--- config.mk ---
export PLATFORM = sky130hd
export DESIGN_NAME = cab_alu_branch
export DESIGN_NICKNAME = d
export VERILOG_FILES = /design/src/logic/cab_pkg.sv /design/src/logic/cab_alu_branch.sv
export SDC_FILE = /design/constraint.sdc
export NUM_CORES = 2
export LEC_CHECK = 0
export ABC_AREA = 1
export BUFFER_PORTS_ARGS = -buffer_cell sky130_fd_sc_hd__buf_2
export CAP_MARGIN = 40
export CORE_MARGIN = 8
export CORE_UTILIZATION = 46
export DETAILED_ROUTE_END_ITERATION = 12
export SLEW_MARGIN = 5
export SYNTH_ARGS = -nofsm -noshare
export SYNTH_HDL_FRONTEND = slang
export SYNTH_SLANG_ARGS = --single-unit
--- constraint.sdc ---
create_clock -name clk_sys -period 13.5 [get_ports clk_sys]
set_input_delay 1.35 -clock clk_sys [delete_from_list [all_inputs] [get_ports clk_sys]]
set_output_delay 1.35 -clock clk_sys [all_outputs]
set_load 0.02 [all_outputs]
--- src/logic/cab_pkg.sv ---
/*
 * Shared constants and types for the ALU and branch unit: register map of
 * the plain register port, status flag positions, cycle counts, the
 * operation set and the request carriers.
 * Assumes a single 25 MHz clock and a decoder on that clock that issues
 * one already-decoded operation at a time.
 */
`default_nettype none

package cab_pkg;

	// Status flag bit positions.
	localparam int FLAG_C = 0;
	localparam int FLAG_Z = 1;
	localparam int FLAG_N = 2;
	localparam int FLAG_V = 3;
	localparam int FLAG_S = 4;
	localparam int FLAG_H = 5;
	localparam int FLAG_T = 6;
	localparam int FLAG_I = 7;

	// Register port map.
	localparam logic [7:0] ADDR_REGFILE_LAST = 8'h1F;
	localparam logic [7:0] ADDR_STATUS = 8'h20;
	localparam logic [7:0] ADDR_PC_LO = 8'h21;
	localparam logic [7:0] ADDR_PC_HI = 8'h22;
	localparam logic [7:0] ADDR_STACK_PTR = 8'h23;

	// Reset values.
	localparam logic [7:0] STATUS_RESET = 8'h00;
	localparam logic [15:0] PC_RESET = 16'h0000;
	localparam logic [7:0] REG_RESET = 8'h00;

	// Fixed register indices and constants.
	localparam logic [4:0] Z_PTR_LO = 5'h1E;
	localparam logic [4:0] PRODUCT_PAIR = 5'h00;
	localparam logic [7:0] ALL_ONES = 8'hFF;
	localparam int STACK_DEPTH = 8;

	// Cycle counts per operation class.
	localparam logic [2:0] CYC_ALU = 3'h1;
	localparam logic [2:0] CYC_WORD = 3'h2;
	localparam logic [2:0] CYC_MUL = 3'h2;
	localparam logic [2:0] CYC_REL_JUMP = 3'h2;
	localparam logic [2:0] CYC_IND_JUMP = 3'h2;
	localparam logic [2:0] CYC_DIR_JUMP = 3'h3;
	localparam logic [2:0] CYC_REL_CALL = 3'h3;
	localparam logic [2:0] CYC_IND_CALL = 3'h3;
	localparam logic [2:0] CYC_DIR_CALL = 3'h4;
	localparam logic [2:0] CYC_RETURN = 3'h4;
	localparam logic [2:0] CYC_BRANCH_TAKEN = 3'h2;
	localparam logic [2:0] CYC_SKIP_ONE_WORD = 3'h2;
	localparam logic [2:0] CYC_SKIP_TWO_WORD = 3'h3;

	typedef enum logic [5:0] {
		OP_ADD, OP_ADD_CARRY, OP_WORD_ADD_IMM,
		OP_SUB, OP_SUB_IMM, OP_SUB_CARRY, OP_SUB_CARRY_IMM, OP_WORD_SUB_IMM,
		OP_AND, OP_AND_IMM, OP_OR, OP_OR_IMM, OP_XOR,
		OP_SET_BITS, OP_CLEAR_BITS, OP_TEST, OP_INVERT, OP_NEGATE,
		OP_INCREMENT, OP_DECREMENT, OP_SET_ALL,
		OP_MULT_UU, OP_MULT_SS, OP_MULT_SU,
		OP_FRAC_MULT_UU, OP_FRAC_MULT_SS, OP_FRAC_MULT_SU,
		OP_REL_JUMP, OP_IND_JUMP, OP_DIR_JUMP,
		OP_REL_CALL, OP_IND_CALL, OP_DIR_CALL,
		OP_RETURN, OP_INT_RETURN,
		OP_COMPARE_SKIP_EQUAL, OP_COMPARE, OP_COMPARE_CARRY, OP_COMPARE_IMM,
		OP_SKIP_REG_BIT_CLEAR, OP_SKIP_REG_BIT_SET,
		OP_SKIP_IO_BIT_CLEAR, OP_SKIP_IO_BIT_SET,
		OP_BRANCH_FLAG_SET, OP_BRANCH_FLAG_CLEAR
	} cab_op_t;

	typedef struct packed {
		logic valid;
		cab_op_t op;
		logic [4:0] rd;
		logic [4:0] rr;
		logic [7:0] imm;
		logic [2:0] sel;
		logic [11:0] k;
		logic [15:0] target;
		logic io_bit;
		logic next_two_word;
	} cab_cmd_t;

	typedef struct packed {
		logic wr;
		logic rd;
		logic [7:0] addr;
		logic [7:0] wdata;
	} cab_bus_req_t;

endpackage

`default_nettype wire
--- src/logic/cab_alu_branch.sv ---
/*
 * Arithmetic, logic, multiply, compare, skip and branch execution for an
 * 8-bit core, with its 32-entry register file, status flags, program
 * counter and return stack.
 * Assumes a decoder on clk_sys presenting one operation at a time and
 * holding it until busy is low; software reaches state over a plain
 * register port with read data one cycle after the read strobe.
 */
`default_nettype none

module cab_alu_branch (
	input wire logic clk_sys,
	input wire logic rst,
	input wire logic ce,
	input wire cab_pkg::cab_bus_req_t bus_req,
	output logic [7:0] bus_rdata,
	input wire cab_pkg::cab_cmd_t cmd,
	output logic busy,
	output logic done,
	output logic [15:0] pc,
	output logic [7:0] status_flag_register
);
	import cab_pkg::*;

	logic [7:0] regs [32];
	logic [15:0] ret_stack [STACK_DEPTH];
	logic [2:0] sp;
	logic [2:0] wait_cnt;

	logic take;
	logic [7:0] rd_val;
	logic [7:0] rr_val;
	logic [7:0] opa;
	logic [7:0] opb;
	logic cin;
	logic [8:0] sum9;
	logic [4:0] sumh;
	logic [8:0] diff9;
	logic [4:0] diffh;
	logic [15:0] word_in;
	logic [16:0] wsum;
	logic [16:0] wdiff;
	logic [15:0] prod_uu;
	logic signed [15:0] prod_ss;
	logic signed [16:0] prod_su;
	logic [15:0] k_ext;
	logic [15:0] pc_rel;
	logic flag_bit;

	logic [7:0] next_flags;
	logic [7:0] next_res;
	logic next_wr8;
	logic next_wr16;
	logic [4:0] next_pair;
	logic [15:0] next_pair_data;
	logic [15:0] next_pc;
	logic [2:0] next_cycles;
	logic next_push;
	logic [15:0] next_push_val;
	logic next_pop;

	function automatic logic [7:0] add_flags(input logic [7:0] f,
			input logic [7:0] a, input logic [7:0] b, input logic [8:0] s,
			input logic h);
		logic [7:0] o;
		o = f;
		o[FLAG_C] = s[8];
		o[FLAG_Z] = (s[7:0] == 8'h00);
		o[FLAG_N] = s[7];
		o[FLAG_V] = (a[7] & b[7] & ~s[7]) | (~a[7] & ~b[7] & s[7]);
		o[FLAG_H] = h;
		return o;
	endfunction

	// Carry forms only keep Z set when it was already set before.
	function automatic logic [7:0] sub_flags(input logic [7:0] f,
			input logic [7:0] a, input logic [7:0] b, input logic [8:0] d,
			input logic h, input logic chain_z);
		logic [7:0] o;
		o = f;
		o[FLAG_C] = d[8];
		o[FLAG_Z] = (d[7:0] == 8'h00) & (~chain_z | f[FLAG_Z]);
		o[FLAG_N] = d[7];
		o[FLAG_V] = (a[7] & ~b[7] & ~d[7]) | (~a[7] & b[7] & d[7]);
		o[FLAG_H] = h;
		return o;
	endfunction

	function automatic logic [7:0] logic_flags(input logic [7:0] f,
			input logic [7:0] r);
		logic [7:0] o;
		o = f;
		o[FLAG_Z] = (r == 8'h00);
		o[FLAG_N] = r[7];
		o[FLAG_V] = 1'b0;
		return o;
	endfunction

	function automatic logic [7:0] mult_flags(input logic [7:0] f,
			input logic [15:0] p, input logic [15:0] r);
		logic [7:0] o;
		o = f;
		o[FLAG_C] = p[15];
		o[FLAG_Z] = (r == 16'h0000);
		return o;
	endfunction

	function automatic logic cin_form(input cab_op_t op);
		return op == OP_SUB_CARRY || op == OP_SUB_CARRY_IMM ||
			op == OP_COMPARE_CARRY;
	endfunction

	assign take = ce & cmd.valid & ~busy;
	assign rd_val = regs[cmd.rd];
	assign rr_val = regs[cmd.rr];
	assign word_in = {regs[{cmd.rd[4:1], 1'b1}], regs[{cmd.rd[4:1], 1'b0}]};

	// Operand selection shared by the adder and the subtractor.
	always_comb begin
		opa = rd_val;
		opb = rr_val;
		cin = 1'b0;
		unique case (cmd.op)
			OP_SUB_IMM, OP_COMPARE_IMM: opb = cmd.imm;
			OP_SUB_CARRY_IMM: begin
				opb = cmd.imm;
				cin = status_flag_register[FLAG_C];
			end
			OP_ADD_CARRY, OP_SUB_CARRY, OP_COMPARE_CARRY: begin
				cin = status_flag_register[FLAG_C];
			end
			OP_NEGATE: begin
				opa = 8'h00;
				opb = rd_val;
			end
			default: begin
				opa = rd_val;
				opb = rr_val;
			end
		endcase
	end

	assign sum9 = {1'b0, opa} + {1'b0, opb} + {8'h00, cin};
	assign sumh = {1'b0, opa[3:0]} + {1'b0, opb[3:0]} + {4'h0, cin};
	assign diff9 = {1'b0, opa} - {1'b0, opb} - {8'h00, cin};
	assign diffh = {1'b0, opa[3:0]} - {1'b0, opb[3:0]} - {4'h0, cin};
	assign wsum = {1'b0, word_in} + {11'h000, cmd.imm[5:0]};
	assign wdiff = {1'b0, word_in} - {11'h000, cmd.imm[5:0]};
	assign prod_uu = {8'h00, rd_val} * {8'h00, rr_val};
	assign prod_ss = $signed(rd_val) * $signed(rr_val);
	assign prod_su = $signed({{9{rd_val[7]}}, rd_val}) *
		$signed({9'h000, rr_val});
	assign k_ext = {{4{cmd.k[11]}}, cmd.k};
	assign pc_rel = pc + k_ext + 16'h0001;

	// The signed test bit is formed from N and V directly.
	always_comb begin
		if (cmd.sel == 3'(FLAG_S)) begin
			flag_bit = status_flag_register[FLAG_N] ^
				status_flag_register[FLAG_V];
		end else begin
			flag_bit = status_flag_register[cmd.sel];
		end
	end

	always_comb begin
		logic skip;
		logic [15:0] p;
		logic [15:0] r;
		skip = 1'b0;
		p = 16'h0000;
		r = 16'h0000;
		next_flags = status_flag_register;
		next_res = 8'h00;
		next_wr8 = 1'b0;
		next_wr16 = 1'b0;
		next_pair = cmd.rd;
		next_pair_data = 16'h0000;
		next_pc = pc + 16'h0001;
		next_cycles = CYC_ALU;
		next_push = 1'b0;
		next_push_val = pc + 16'h0001;
		next_pop = 1'b0;
		unique case (cmd.op)
			OP_ADD, OP_ADD_CARRY: begin
				next_res = sum9[7:0];
				next_wr8 = 1'b1;
				next_flags = add_flags(status_flag_register, opa, opb, sum9,
					sumh[4]);
			end
			OP_SUB, OP_SUB_IMM, OP_SUB_CARRY, OP_SUB_CARRY_IMM: begin
				next_res = diff9[7:0];
				next_wr8 = 1'b1;
				next_flags = sub_flags(status_flag_register, opa, opb, diff9,
					diffh[4], cin_form(cmd.op));
			end
			OP_COMPARE, OP_COMPARE_CARRY, OP_COMPARE_IMM: begin
				next_flags = sub_flags(status_flag_register, opa, opb, diff9,
					diffh[4], cin_form(cmd.op));
			end
			OP_NEGATE: begin
				next_res = diff9[7:0];
				next_wr8 = 1'b1;
				next_flags = sub_flags(status_flag_register, opa, opb, diff9,
					diffh[4], 1'b0);
			end
			OP_WORD_ADD_IMM: begin
				next_wr16 = 1'b1;
				next_pair_data = wsum[15:0];
				next_cycles = CYC_WORD;
				next_flags[FLAG_C] = ~wsum[15] & word_in[15];
				next_flags[FLAG_V] = ~word_in[15] & wsum[15];
				next_flags[FLAG_N] = wsum[15];
				next_flags[FLAG_Z] = (wsum[15:0] == 16'h0000);
				next_flags[FLAG_S] = wsum[15] ^ (~word_in[15] & wsum[15]);
			end
			OP_WORD_SUB_IMM: begin
				next_wr16 = 1'b1;
				next_pair_data = wdiff[15:0];
				next_cycles = CYC_WORD;
				next_flags[FLAG_C] = wdiff[15] & ~word_in[15];
				next_flags[FLAG_V] = word_in[15] & ~wdiff[15];
				next_flags[FLAG_N] = wdiff[15];
				next_flags[FLAG_Z] = (wdiff[15:0] == 16'h0000);
				next_flags[FLAG_S] = wdiff[15] ^ (word_in[15] & ~wdiff[15]);
			end
			OP_AND, OP_AND_IMM, OP_OR, OP_OR_IMM, OP_XOR, OP_SET_BITS,
			OP_CLEAR_BITS, OP_TEST: begin
				unique case (cmd.op)
					OP_AND: next_res = rd_val & rr_val;
					OP_AND_IMM: next_res = rd_val & cmd.imm;
					OP_OR: next_res = rd_val | rr_val;
					OP_OR_IMM, OP_SET_BITS: next_res = rd_val | cmd.imm;
					OP_XOR: next_res = rd_val ^ rr_val;
					OP_CLEAR_BITS: next_res = rd_val & (ALL_ONES - cmd.imm);
					default: next_res = rd_val & rd_val;
				endcase
				next_wr8 = 1'b1;
				next_flags = logic_flags(status_flag_register, next_res);
			end
			OP_INVERT: begin
				next_res = ALL_ONES - rd_val;
				next_wr8 = 1'b1;
				next_flags = logic_flags(status_flag_register, next_res);
				next_flags[FLAG_C] = 1'b1;
			end
			OP_INCREMENT, OP_DECREMENT: begin
				next_res = (cmd.op == OP_INCREMENT) ? rd_val + 8'h01 :
					rd_val - 8'h01;
				next_wr8 = 1'b1;
				next_flags = logic_flags(status_flag_register, next_res);
				next_flags[FLAG_V] = (cmd.op == OP_INCREMENT) ?
					(next_res == 8'h80) : (next_res == 8'h7F);
			end
			OP_SET_ALL: begin
				next_res = ALL_ONES;
				next_wr8 = 1'b1;
			end
			OP_MULT_UU, OP_MULT_SS, OP_MULT_SU, OP_FRAC_MULT_UU,
			OP_FRAC_MULT_SS, OP_FRAC_MULT_SU: begin
				unique case (cmd.op)
					OP_MULT_UU, OP_FRAC_MULT_UU: p = prod_uu;
					OP_MULT_SS, OP_FRAC_MULT_SS: p = prod_ss;
					default: p = prod_su[15:0];
				endcase
				if (cmd.op == OP_FRAC_MULT_UU || cmd.op == OP_FRAC_MULT_SS ||
						cmd.op == OP_FRAC_MULT_SU) begin
					r = {p[14:0], 1'b0};
				end else begin
					r = p;
				end
				next_wr16 = 1'b1;
				next_pair = PRODUCT_PAIR;
				next_pair_data = r;
				next_cycles = CYC_MUL;
				next_flags = mult_flags(status_flag_register, p, r);
			end
			OP_REL_JUMP: begin
				next_pc = pc_rel;
				next_cycles = CYC_REL_JUMP;
			end
			OP_IND_JUMP: begin
				next_pc = {regs[Z_PTR_LO + 5'h01], regs[Z_PTR_LO]};
				next_cycles = CYC_IND_JUMP;
			end
			OP_DIR_JUMP: begin
				next_pc = cmd.target;
				next_cycles = CYC_DIR_JUMP;
			end
			OP_REL_CALL: begin
				next_pc = pc_rel;
				next_push = 1'b1;
				next_cycles = CYC_REL_CALL;
			end
			OP_IND_CALL: begin
				next_pc = {regs[Z_PTR_LO + 5'h01], regs[Z_PTR_LO]};
				next_push = 1'b1;
				next_cycles = CYC_IND_CALL;
			end
			OP_DIR_CALL: begin
				next_pc = cmd.target;
				next_push = 1'b1;
				next_push_val = pc + 16'h0002;
				next_cycles = CYC_DIR_CALL;
			end
			OP_RETURN, OP_INT_RETURN: begin
				next_pc = ret_stack[sp - 3'h1];
				next_pop = 1'b1;
				next_cycles = CYC_RETURN;
				if (cmd.op == OP_INT_RETURN) begin
					next_flags[FLAG_I] = 1'b1;
				end
			end
			OP_COMPARE_SKIP_EQUAL, OP_SKIP_REG_BIT_CLEAR, OP_SKIP_REG_BIT_SET,
			OP_SKIP_IO_BIT_CLEAR, OP_SKIP_IO_BIT_SET: begin
				unique case (cmd.op)
					OP_COMPARE_SKIP_EQUAL: skip = (rd_val == rr_val);
					OP_SKIP_REG_BIT_CLEAR: skip = ~rr_val[cmd.sel];
					OP_SKIP_REG_BIT_SET: skip = rr_val[cmd.sel];
					OP_SKIP_IO_BIT_CLEAR: skip = ~cmd.io_bit;
					default: skip = cmd.io_bit;
				endcase
				if (skip && cmd.next_two_word) begin
					next_pc = pc + 16'h0003;
					next_cycles = CYC_SKIP_TWO_WORD;
				end else if (skip) begin
					next_pc = pc + 16'h0002;
					next_cycles = CYC_SKIP_ONE_WORD;
				end
			end
			OP_BRANCH_FLAG_SET, OP_BRANCH_FLAG_CLEAR: begin
				if (flag_bit == (cmd.op == OP_BRANCH_FLAG_SET)) begin
					next_pc = pc_rel;
					next_cycles = CYC_BRANCH_TAKEN;
				end
			end
		endcase
	end

	// Instruction writes follow bus writes so they win on a collision.
	always_ff @(posedge clk_sys) begin
		if (rst) begin
			for (int i = 0; i < 32; i++) begin
				regs[i] <= REG_RESET;
			end
		end else if (ce) begin
			if (bus_req.wr && bus_req.addr <= ADDR_REGFILE_LAST) begin
				regs[bus_req.addr[4:0]] <= bus_req.wdata;
			end
			if (take && next_wr8) begin
				regs[cmd.rd] <= next_res;
			end
			if (take && next_wr16) begin
				regs[{next_pair[4:1], 1'b0}] <= next_pair_data[7:0];
				regs[{next_pair[4:1], 1'b1}] <= next_pair_data[15:8];
			end
		end
	end

	always_ff @(posedge clk_sys) begin
		if (rst) begin
			status_flag_register <= STATUS_RESET;
		end else if (ce) begin
			if (take) begin
				status_flag_register <= next_flags;
			end else if (bus_req.wr && bus_req.addr == ADDR_STATUS) begin
				status_flag_register <= bus_req.wdata;
			end
		end
	end

	always_ff @(posedge clk_sys) begin
		if (rst) begin
			pc <= PC_RESET;
		end else if (ce) begin
			if (take) begin
				pc <= next_pc;
			end else if (bus_req.wr && bus_req.addr == ADDR_PC_LO) begin
				pc[7:0] <= bus_req.wdata;
			end else if (bus_req.wr && bus_req.addr == ADDR_PC_HI) begin
				pc[15:8] <= bus_req.wdata;
			end
		end
	end

	// Return stack wraps silently when over- or under-run.
	always_ff @(posedge clk_sys) begin
		if (rst) begin
			sp <= 3'h0;
			for (int i = 0; i < STACK_DEPTH; i++) begin
				ret_stack[i] <= PC_RESET;
			end
		end else if (ce && take) begin
			if (next_push) begin
				ret_stack[sp] <= next_push_val;
				sp <= sp + 3'h1;
			end else if (next_pop) begin
				sp <= sp - 3'h1;
			end
		end
	end

	// The operation takes effect at acceptance; busy covers the rest.
	always_ff @(posedge clk_sys) begin
		if (rst) begin
			busy <= 1'b0;
			done <= 1'b0;
			wait_cnt <= 3'h0;
		end else if (ce) begin
			if (take) begin
				wait_cnt <= next_cycles - 3'h1;
				busy <= (next_cycles != CYC_ALU);
				done <= (next_cycles == CYC_ALU);
			end else if (busy) begin
				wait_cnt <= wait_cnt - 3'h1;
				busy <= (wait_cnt != 3'h1);
				done <= (wait_cnt == 3'h1);
			end else begin
				done <= 1'b0;
			end
		end
	end

	always_ff @(posedge clk_sys) begin
		if (rst) begin
			bus_rdata <= 8'h00;
		end else if (ce) begin
			if (!bus_req.rd) begin
				bus_rdata <= 8'h00;
			end else if (bus_req.addr <= ADDR_REGFILE_LAST) begin
				bus_rdata <= regs[bus_req.addr[4:0]];
			end else if (bus_req.addr == ADDR_STATUS) begin
				bus_rdata <= status_flag_register;
			end else if (bus_req.addr == ADDR_PC_LO) begin
				bus_rdata <= pc[7:0];
			end else if (bus_req.addr == ADDR_PC_HI) begin
				bus_rdata <= pc[15:8];
			end else if (bus_req.addr == ADDR_STACK_PTR) begin
				bus_rdata <= {5'h00, sp};
			end else begin
				bus_rdata <= 8'h00;
			end
		end
	end

endmodule

`default_nettype wire

**Word-level counts from Yosys, hierarchy flattened**

Memories as Yosys holds them, arrays and structs flattened.
Cells that the tools add are included.

- Memories: 2
- Bits in latches: 0
- ROM bits: 0
- Logic and storage cells: 312
- Flip-flop bits (word level): 40
- Memory bits (writable): 384

- $mul: 3
- Add/subtract/negate cells: 23
- Reduce and logical (&&, ||, !) cells: 66
- Bitwise operators: 40
- Equality and inequality tests: 72
- Div/mod/pow operators: 0
- Muxes and demuxes: 90
- Shifts and indexed selects: 0
- Magnitude comparators: 2

Memory list:

| name | words | width | rd ports | clocked after memory_dff | write ports | line | text |
|---|---|---|---|---|---|---|---|
| regs | 32 | 8 | 7 | 0 | 32 | cab_alu_branch.sv:25 | `logic [7:0] regs [32];` |
| ret_stack | 8 | 16 | 1 | 0 | 8 | cab_alu_branch.sv:26 | `logic [15:0] ret_stack [STACK_DEPTH];` |

Operators with widths:

| cell | number |
|---|---|
| 2-to-1 mux 8 bit | 17 |
| 2-to-1 mux 16 bit | 8 |
| == test 6 x 5 -> 1 bit, second input constant | 16 |
| one-hot mux 16 bit (6 select lines) | 1 |
| one-hot mux 8 bit (6 select lines) | 2 |
| == test 6 bit, second input constant | 13 |
| OR reduction 8 bit | 7 |
| == test 6 x 4 -> 1 bit, second input constant | 8 |
| logical NOT 16 bit | 3 |
| one-hot mux 16 bit (3 select lines) | 1 |
| one-hot mux 5 bit (9 select lines) | 1 |
| logical NOT 8 bit | 5 |
| 2-to-1 mux 1 bit | 39 |
| adder 16 x 1 -> 16 bit, second input constant | 2 |
| adder 16 x 2 -> 16 bit, second input constant | 2 |
| AND 8 bit | 4 |
| == test 8 x 6 -> 1 bit, second input constant | 4 |
| multiplier 8 x 8 -> 16 bit | 2 |
| one-hot mux 16 bit (2 select lines) | 1 |
| 2-to-1 mux 5 bit | 5 |
| == test 6 x 3 -> 1 bit, second input constant | 4 |
| OR reduction 2 bit | 10 |
| OR reduction 19 bit | 1 |
| 2-to-1 mux 3 bit | 6 |
| other kinds (62) | 134 |

**Logic depth before layout (Yosys ltp)**

- Depth in word-level cells: 11
- Gate-level depth with buffers: 44
- Gate-level depth less buffers: 40

**Least setup slack after synthesis**

Ideal clock, no wire load.

- Kind: input -> register
- Start: input cmd[46] (netlist bit)
- End: memory regs[23][7], data pin
- Data required time: 13244 ps
- Library setup time: 256 ps
- Arrival time: 6987 ps
- Cell stages on the path: 39
- Buffers on the path: 5
- Slack: 6257 ps
- Cell sequence: buf_4 > inv_2 > buf_6 > buf_6 > buf_2 > or2_1 > o211ai_2 > nand2_1 > clkinv_1 > nand2_1 > nor3_4 > inv_2 > ha_1 > fa_1 > inv_1 > fa_1 > inv_1 > fa_1 > [3 not listed] > ha_1 > a21oi_1 > inv_1 > o21ai_0 > nand3_1 > nand2_1 > nand2_1 > a21oi_1 > nand3_1 > nand3_1 > nand3_1 > nand3_1 > nand2_1 > nand2_1 > nand2_2 > buf_4 > nand2_1 > nand2_1

RTL lines:

| what | line | text |
|---|---|---|
| from (decl) | cab_alu_branch.sv:17 | `input wire cab_pkg::cab_cmd_t cmd,` |
| to (decl) | cab_alu_branch.sv:25 |  |

==> summary.txt <==
CTS
  • # resized after CTS: 0
  • Total of hold buffers inserted after clock tree synthesis: 0
  • Inserted Clock Buffers: 50
  • Clock tree root buffer cell: sky130_fd_sc_hd__clkbuf_16
  • Register clock-pin slew on the reported worst setup and hold paths: approximately 60 ps
  • Skew-Pair Late Insertion Delay: 690 ps
  • Number of clock sinks: ~420
  • Post-CTS setup buffer count: 0
  • CTS tree: built
  • Maximum clock insertion buffer count: 3
  • H-tree depth: 2

STA
  • Worst slew margin relative to its limit: a little under a third
  • Slew Limit Fails: 0
  • Final sum of negative setup slack: 0 ps
  • Crit share post-route: between 70% and 80%
  • Number of hold violations in the final report: 0
  • Setup-failing EPs final: 0
  • Slew at the pin closest to its max-slew limit: 1037 ps
  • Peak clock frequency supported by timing: 99.10 MHz
  • Clock Skew: 48.06 ps
  • Final setup margin: between 3000 and 4000 ps
  • Crit path time final: a little over 10,000 ps
  • RSZ-0062 raised after global routing: false

Die
  • Core Area: 94,730 sq um
  • Die Width: between 300 and 400 microns
  • Total die area: ~110,000 sq um
  • Die extent in y: around 320 microns
  • Effective utilization at floorplan: 46.31%
  • Top-Level Pins: approximately 110
  • Core Rows: about 110

Power and ir drop
  • Clock network power share: 23.7%
  • Switch share: 45.88%
  • Power density over the cells: 120.0 nW/um^2
  • Share of total power in sequential cells: 27.6%
  • Sw Pwr: 2575 uW
  • Static leakage: 0.02002 uW
  • Int Power: 3037 uW
  • Combinational share of power: 48.7%
  • Largest voltage drop on the vdd net: 91.41 uV
  • Overall power after layout: 5612 uW

Placed design
  • Placed cell count: 7,406
  • Routability Congestion: 1.115
  • Count of port buffers added during placement: 112
  • Detailed placer's ending HPWL: between 150,000 and 200,000 microns
  • DP Worst Slack: 3213 ps

Route
  • Initial DRC Count: 6,946
  • Post-detailed-route DRC marker count: 1
  • Mean routed wirelength per cell: 28.75 microns
  • Vias per cell: 6.342
  • Post-DRT Antenna Nets: 0
  • Wire length reported by the detailed router: about 220,000 microns
  • Routed vias: around 48,000
  • Drt first pass iters: 10

Setup path
  • Critical-path top delay cell: sky130_fd_sc_hd__nand2_1
  • CP dominant cell by count: sky130_fd_sc_hd__nand2_1
  • Category of cells accounting for the largest share of critical-path delay: buffers and inverters
  • Type of the worst setup path: input port to register
  • Crit. End Element: register
  • Largest fanout on the critical path: 58
  • Required time worst endpoint: 13,880 ps
  • Slowest stage delay, CP: 810 ps
  • CP Buf/Inv Count: 11
  • CP arrival: approximately 10,000 ps
  • Startpoint type of the worst setup path: input port

Layout
  • Final nets: about 6,600
  • Layout Area Growth over Synthesis: 6.651%
  • Final non-filler cell total: 7,505
  • Number of filler instances in the final layout: 9,709
  • Fraction of layout cells with a size suffix above 1: under 10%

Synthesis
  • Area of the mapped netlist: 43,870 sq um
  • Syn nets: around 6,700
  • Gate Count Post-Synth: 6,272
  • Syn_area_per_cell: roughly 7.0 sq um
  • Flops & latches, synth: approximately 420
  • Dominant combinational cell family by area after synthesis: simple AND/OR/NAND/NOR gates
  • Portion of netlist area occupied by mux cells: 0%
  • Count of unique library cells instantiated by Yosys: 77
  • Synthesized-area fraction occupied by ao, oa, aoi and oai cells: 21.15%
  • Xor/xnor cell area share of the yosys netlist: 1.788%
  • Area share of fa/ha/maj cells after synthesis: 10.80%
  • Fraction of registers with async set or reset after synthesis: 0%
  • Number of enable flip-flop cells after synthesis: 384
  • Primary flip-flop cell chosen by synthesis mapping: sky130_fd_sc_hd__edfxtp_1
  • Area share of and/or/nand/nor cells after synthesis: 27.57%
  • Yosys synthesis warning count: 0
  • Sequential cell area fraction in the yosys report: 28.11%

Run status
  • Outcome: finished, violations left
  • Violations in the final reports: design-rule violations

Global routing
  • Number of global-route vias before repair: 42,960
  • Total routing usage reported by global routing: 38.75%
  • Wire length of the first global-routing pass: about 300,000 microns
  • Antenna violations before repair: 14
  • Largest net degree at the start of global routing: ~90
  • Overflow left after global routing: 0

Job
  • Maxcap violations: 0

Hold path
  • Worst hold path type: register to register
power groups by stage:
stage	Sequential [uW]	Combinational, uW	Clock, uW
2_1_floorplan	1540	1810	0
3_3_place_gp	1570	2640	0
3_5_place_dp	1570	2660	0
4_1_cts	1550	2670	1320
5_1_grt	1550	3000	1370
6_report	1550	2730	1330
placed cells by master (no fill, tap or decap), drive strengths merged, types with 68 or more instances in the layout:
master,count
ha,174
nand2,1516
nor2,689
buf,216
a22oi,128
a31oi,105
o22ai,105
xor2,68
edfxtp,384
nand3,446
inv,735
fa,128
a21oi,276
o211ai,97
o21ai,670
final cells by class:
type	count	area, sq um	area share (%)
Inverter	746	2821	6.030
Clock buffer	60	1289	2.754
Timing Repair Buffer	217	1508	3.222
Tap cell	1265	1583	3.383
Antenna cell	7	17.52	0.03744
Clock inverter	32	256.5	0.5482
Multi-Input combinational cell	4754	26980	57.66
Sequential cell	424	12330	26.36
worst register-to-register path, delay by kind of cell (launching register included):
family	cells	cell delay (ps)
and+or+nand+nor	11	2660
DFF	1	480
AOI/OAI and AO/OA	6	1700
buffers and inverters	5	670
adders and majority gates	6	2290
final timing paths:
| kind | cells past startpoint | slack [ps] | start | endpoint |
|---|---|---|---|---|
| min reg2reg | 2 | 460 | bus_rdata[5] | bus_rdata[5] |
| max reg2reg | 28 | 5370 | regs[27][3] | regs[11][4] |
| max | 34 | 3410 | cmd[47] | regs[1][2] |
| min | 2 | 460 | bus_rdata[5] | bus_rdata[5] |
synth_stat cells, drive strengths merged, types with 2 or more instances:
| cell type | number | share of area, % |
|---|---|---|
| o31ai | 9 | 0.18 |
| fa | 128 | 5.8 |
| a31oi | 105 | 1.5 |
| a22oi | 128 | 2.3 |
| nand3b | 14 | 0.24 |
| o221a | 20 | 0.51 |
| a311oi | 2 | 0.040 |
| ha | 174 | 5.0 |
| nor3 | 66 | 0.84 |
| clkbuf | 171 | 1.5 |
| a22o | 16 | 0.32 |
| nand2 | 1516 | 13 |
| a21boi | 5 | 0.086 |
| clkinv | 13 | 0.11 |
| a211oi | 6 | 0.10 |
| xnor2 | 19 | 0.38 |
| o22ai | 105 | 1.5 |
| a221oi | 14 | 0.29 |
| o21ai | 670 | 7.7 |
| o2111ai | 13 | 0.26 |
| xor2 | 68 | 1.4 |
| or2 | 29 | 0.41 |
| nor4 | 10 | 0.14 |
| o211ai | 97 | 1.7 |
| o221ai | 46 | 0.95 |
| nand3 | 446 | 5.2 |
| a2111oi | 5 | 0.10 |
| inv | 733 | 6.3 |
| o21bai | 9 | 0.15 |
| o211a | 2 | 0.046 |
| and2 | 5 | 0.071 |
| a21oi | 276 | 3.2 |
| o21a | 2 | 0.034 |
| dfxtp | 40 | 1.8 |
| buf | 177 | 2.7 |
| nand4 | 50 | 0.78 |
| edfxtp | 384 | 26 |
| nor2 | 689 | 6.6 |
registers in the layout, summed over array words and instances, names as in the netlist:
name	count
wait_cnt	3
busy	1
ret_stack	128
regs	256
sp	3
bus_rdata	8
done	1
status_flag_register	8
pc	16
kinds of logic after synthesis:
kind of cell / Yosys count
flops: 424
simple gates: 2828
buf+inv: 1094
xor+xnor: 88
fa+ha+maj: 302
compound gates: 1536
per-stage QoR:
stage          area [sq um]  hold slack [ps]  util [%]
2_1_floorplan         43870            503.4         -
3_3_place_gp          44940            452.2     47.44
3_5_place_dp          45220            453.7     47.74
4_1_cts               46770            462.1     49.37
5_1_grt               46770            489.5     49.38
6_report              46790            460.6     49.39
metal layers:
| layer | global-route usage (%) | vias up | part of all wire (%) |
|---|---|---|---|
| met5 | 0 | - | 0.025 |
| met4 | 25.56 | 8 | 8.2 |
| met3 | 8.663 | 684 | 12 |
| met2 | 57.41 | 3282 | 42 |
| met1 | 50.53 | 22470 | 38 |
| li1 | - | 21150 | - |
Note: power is estimated with default switching activity, not from simulation.
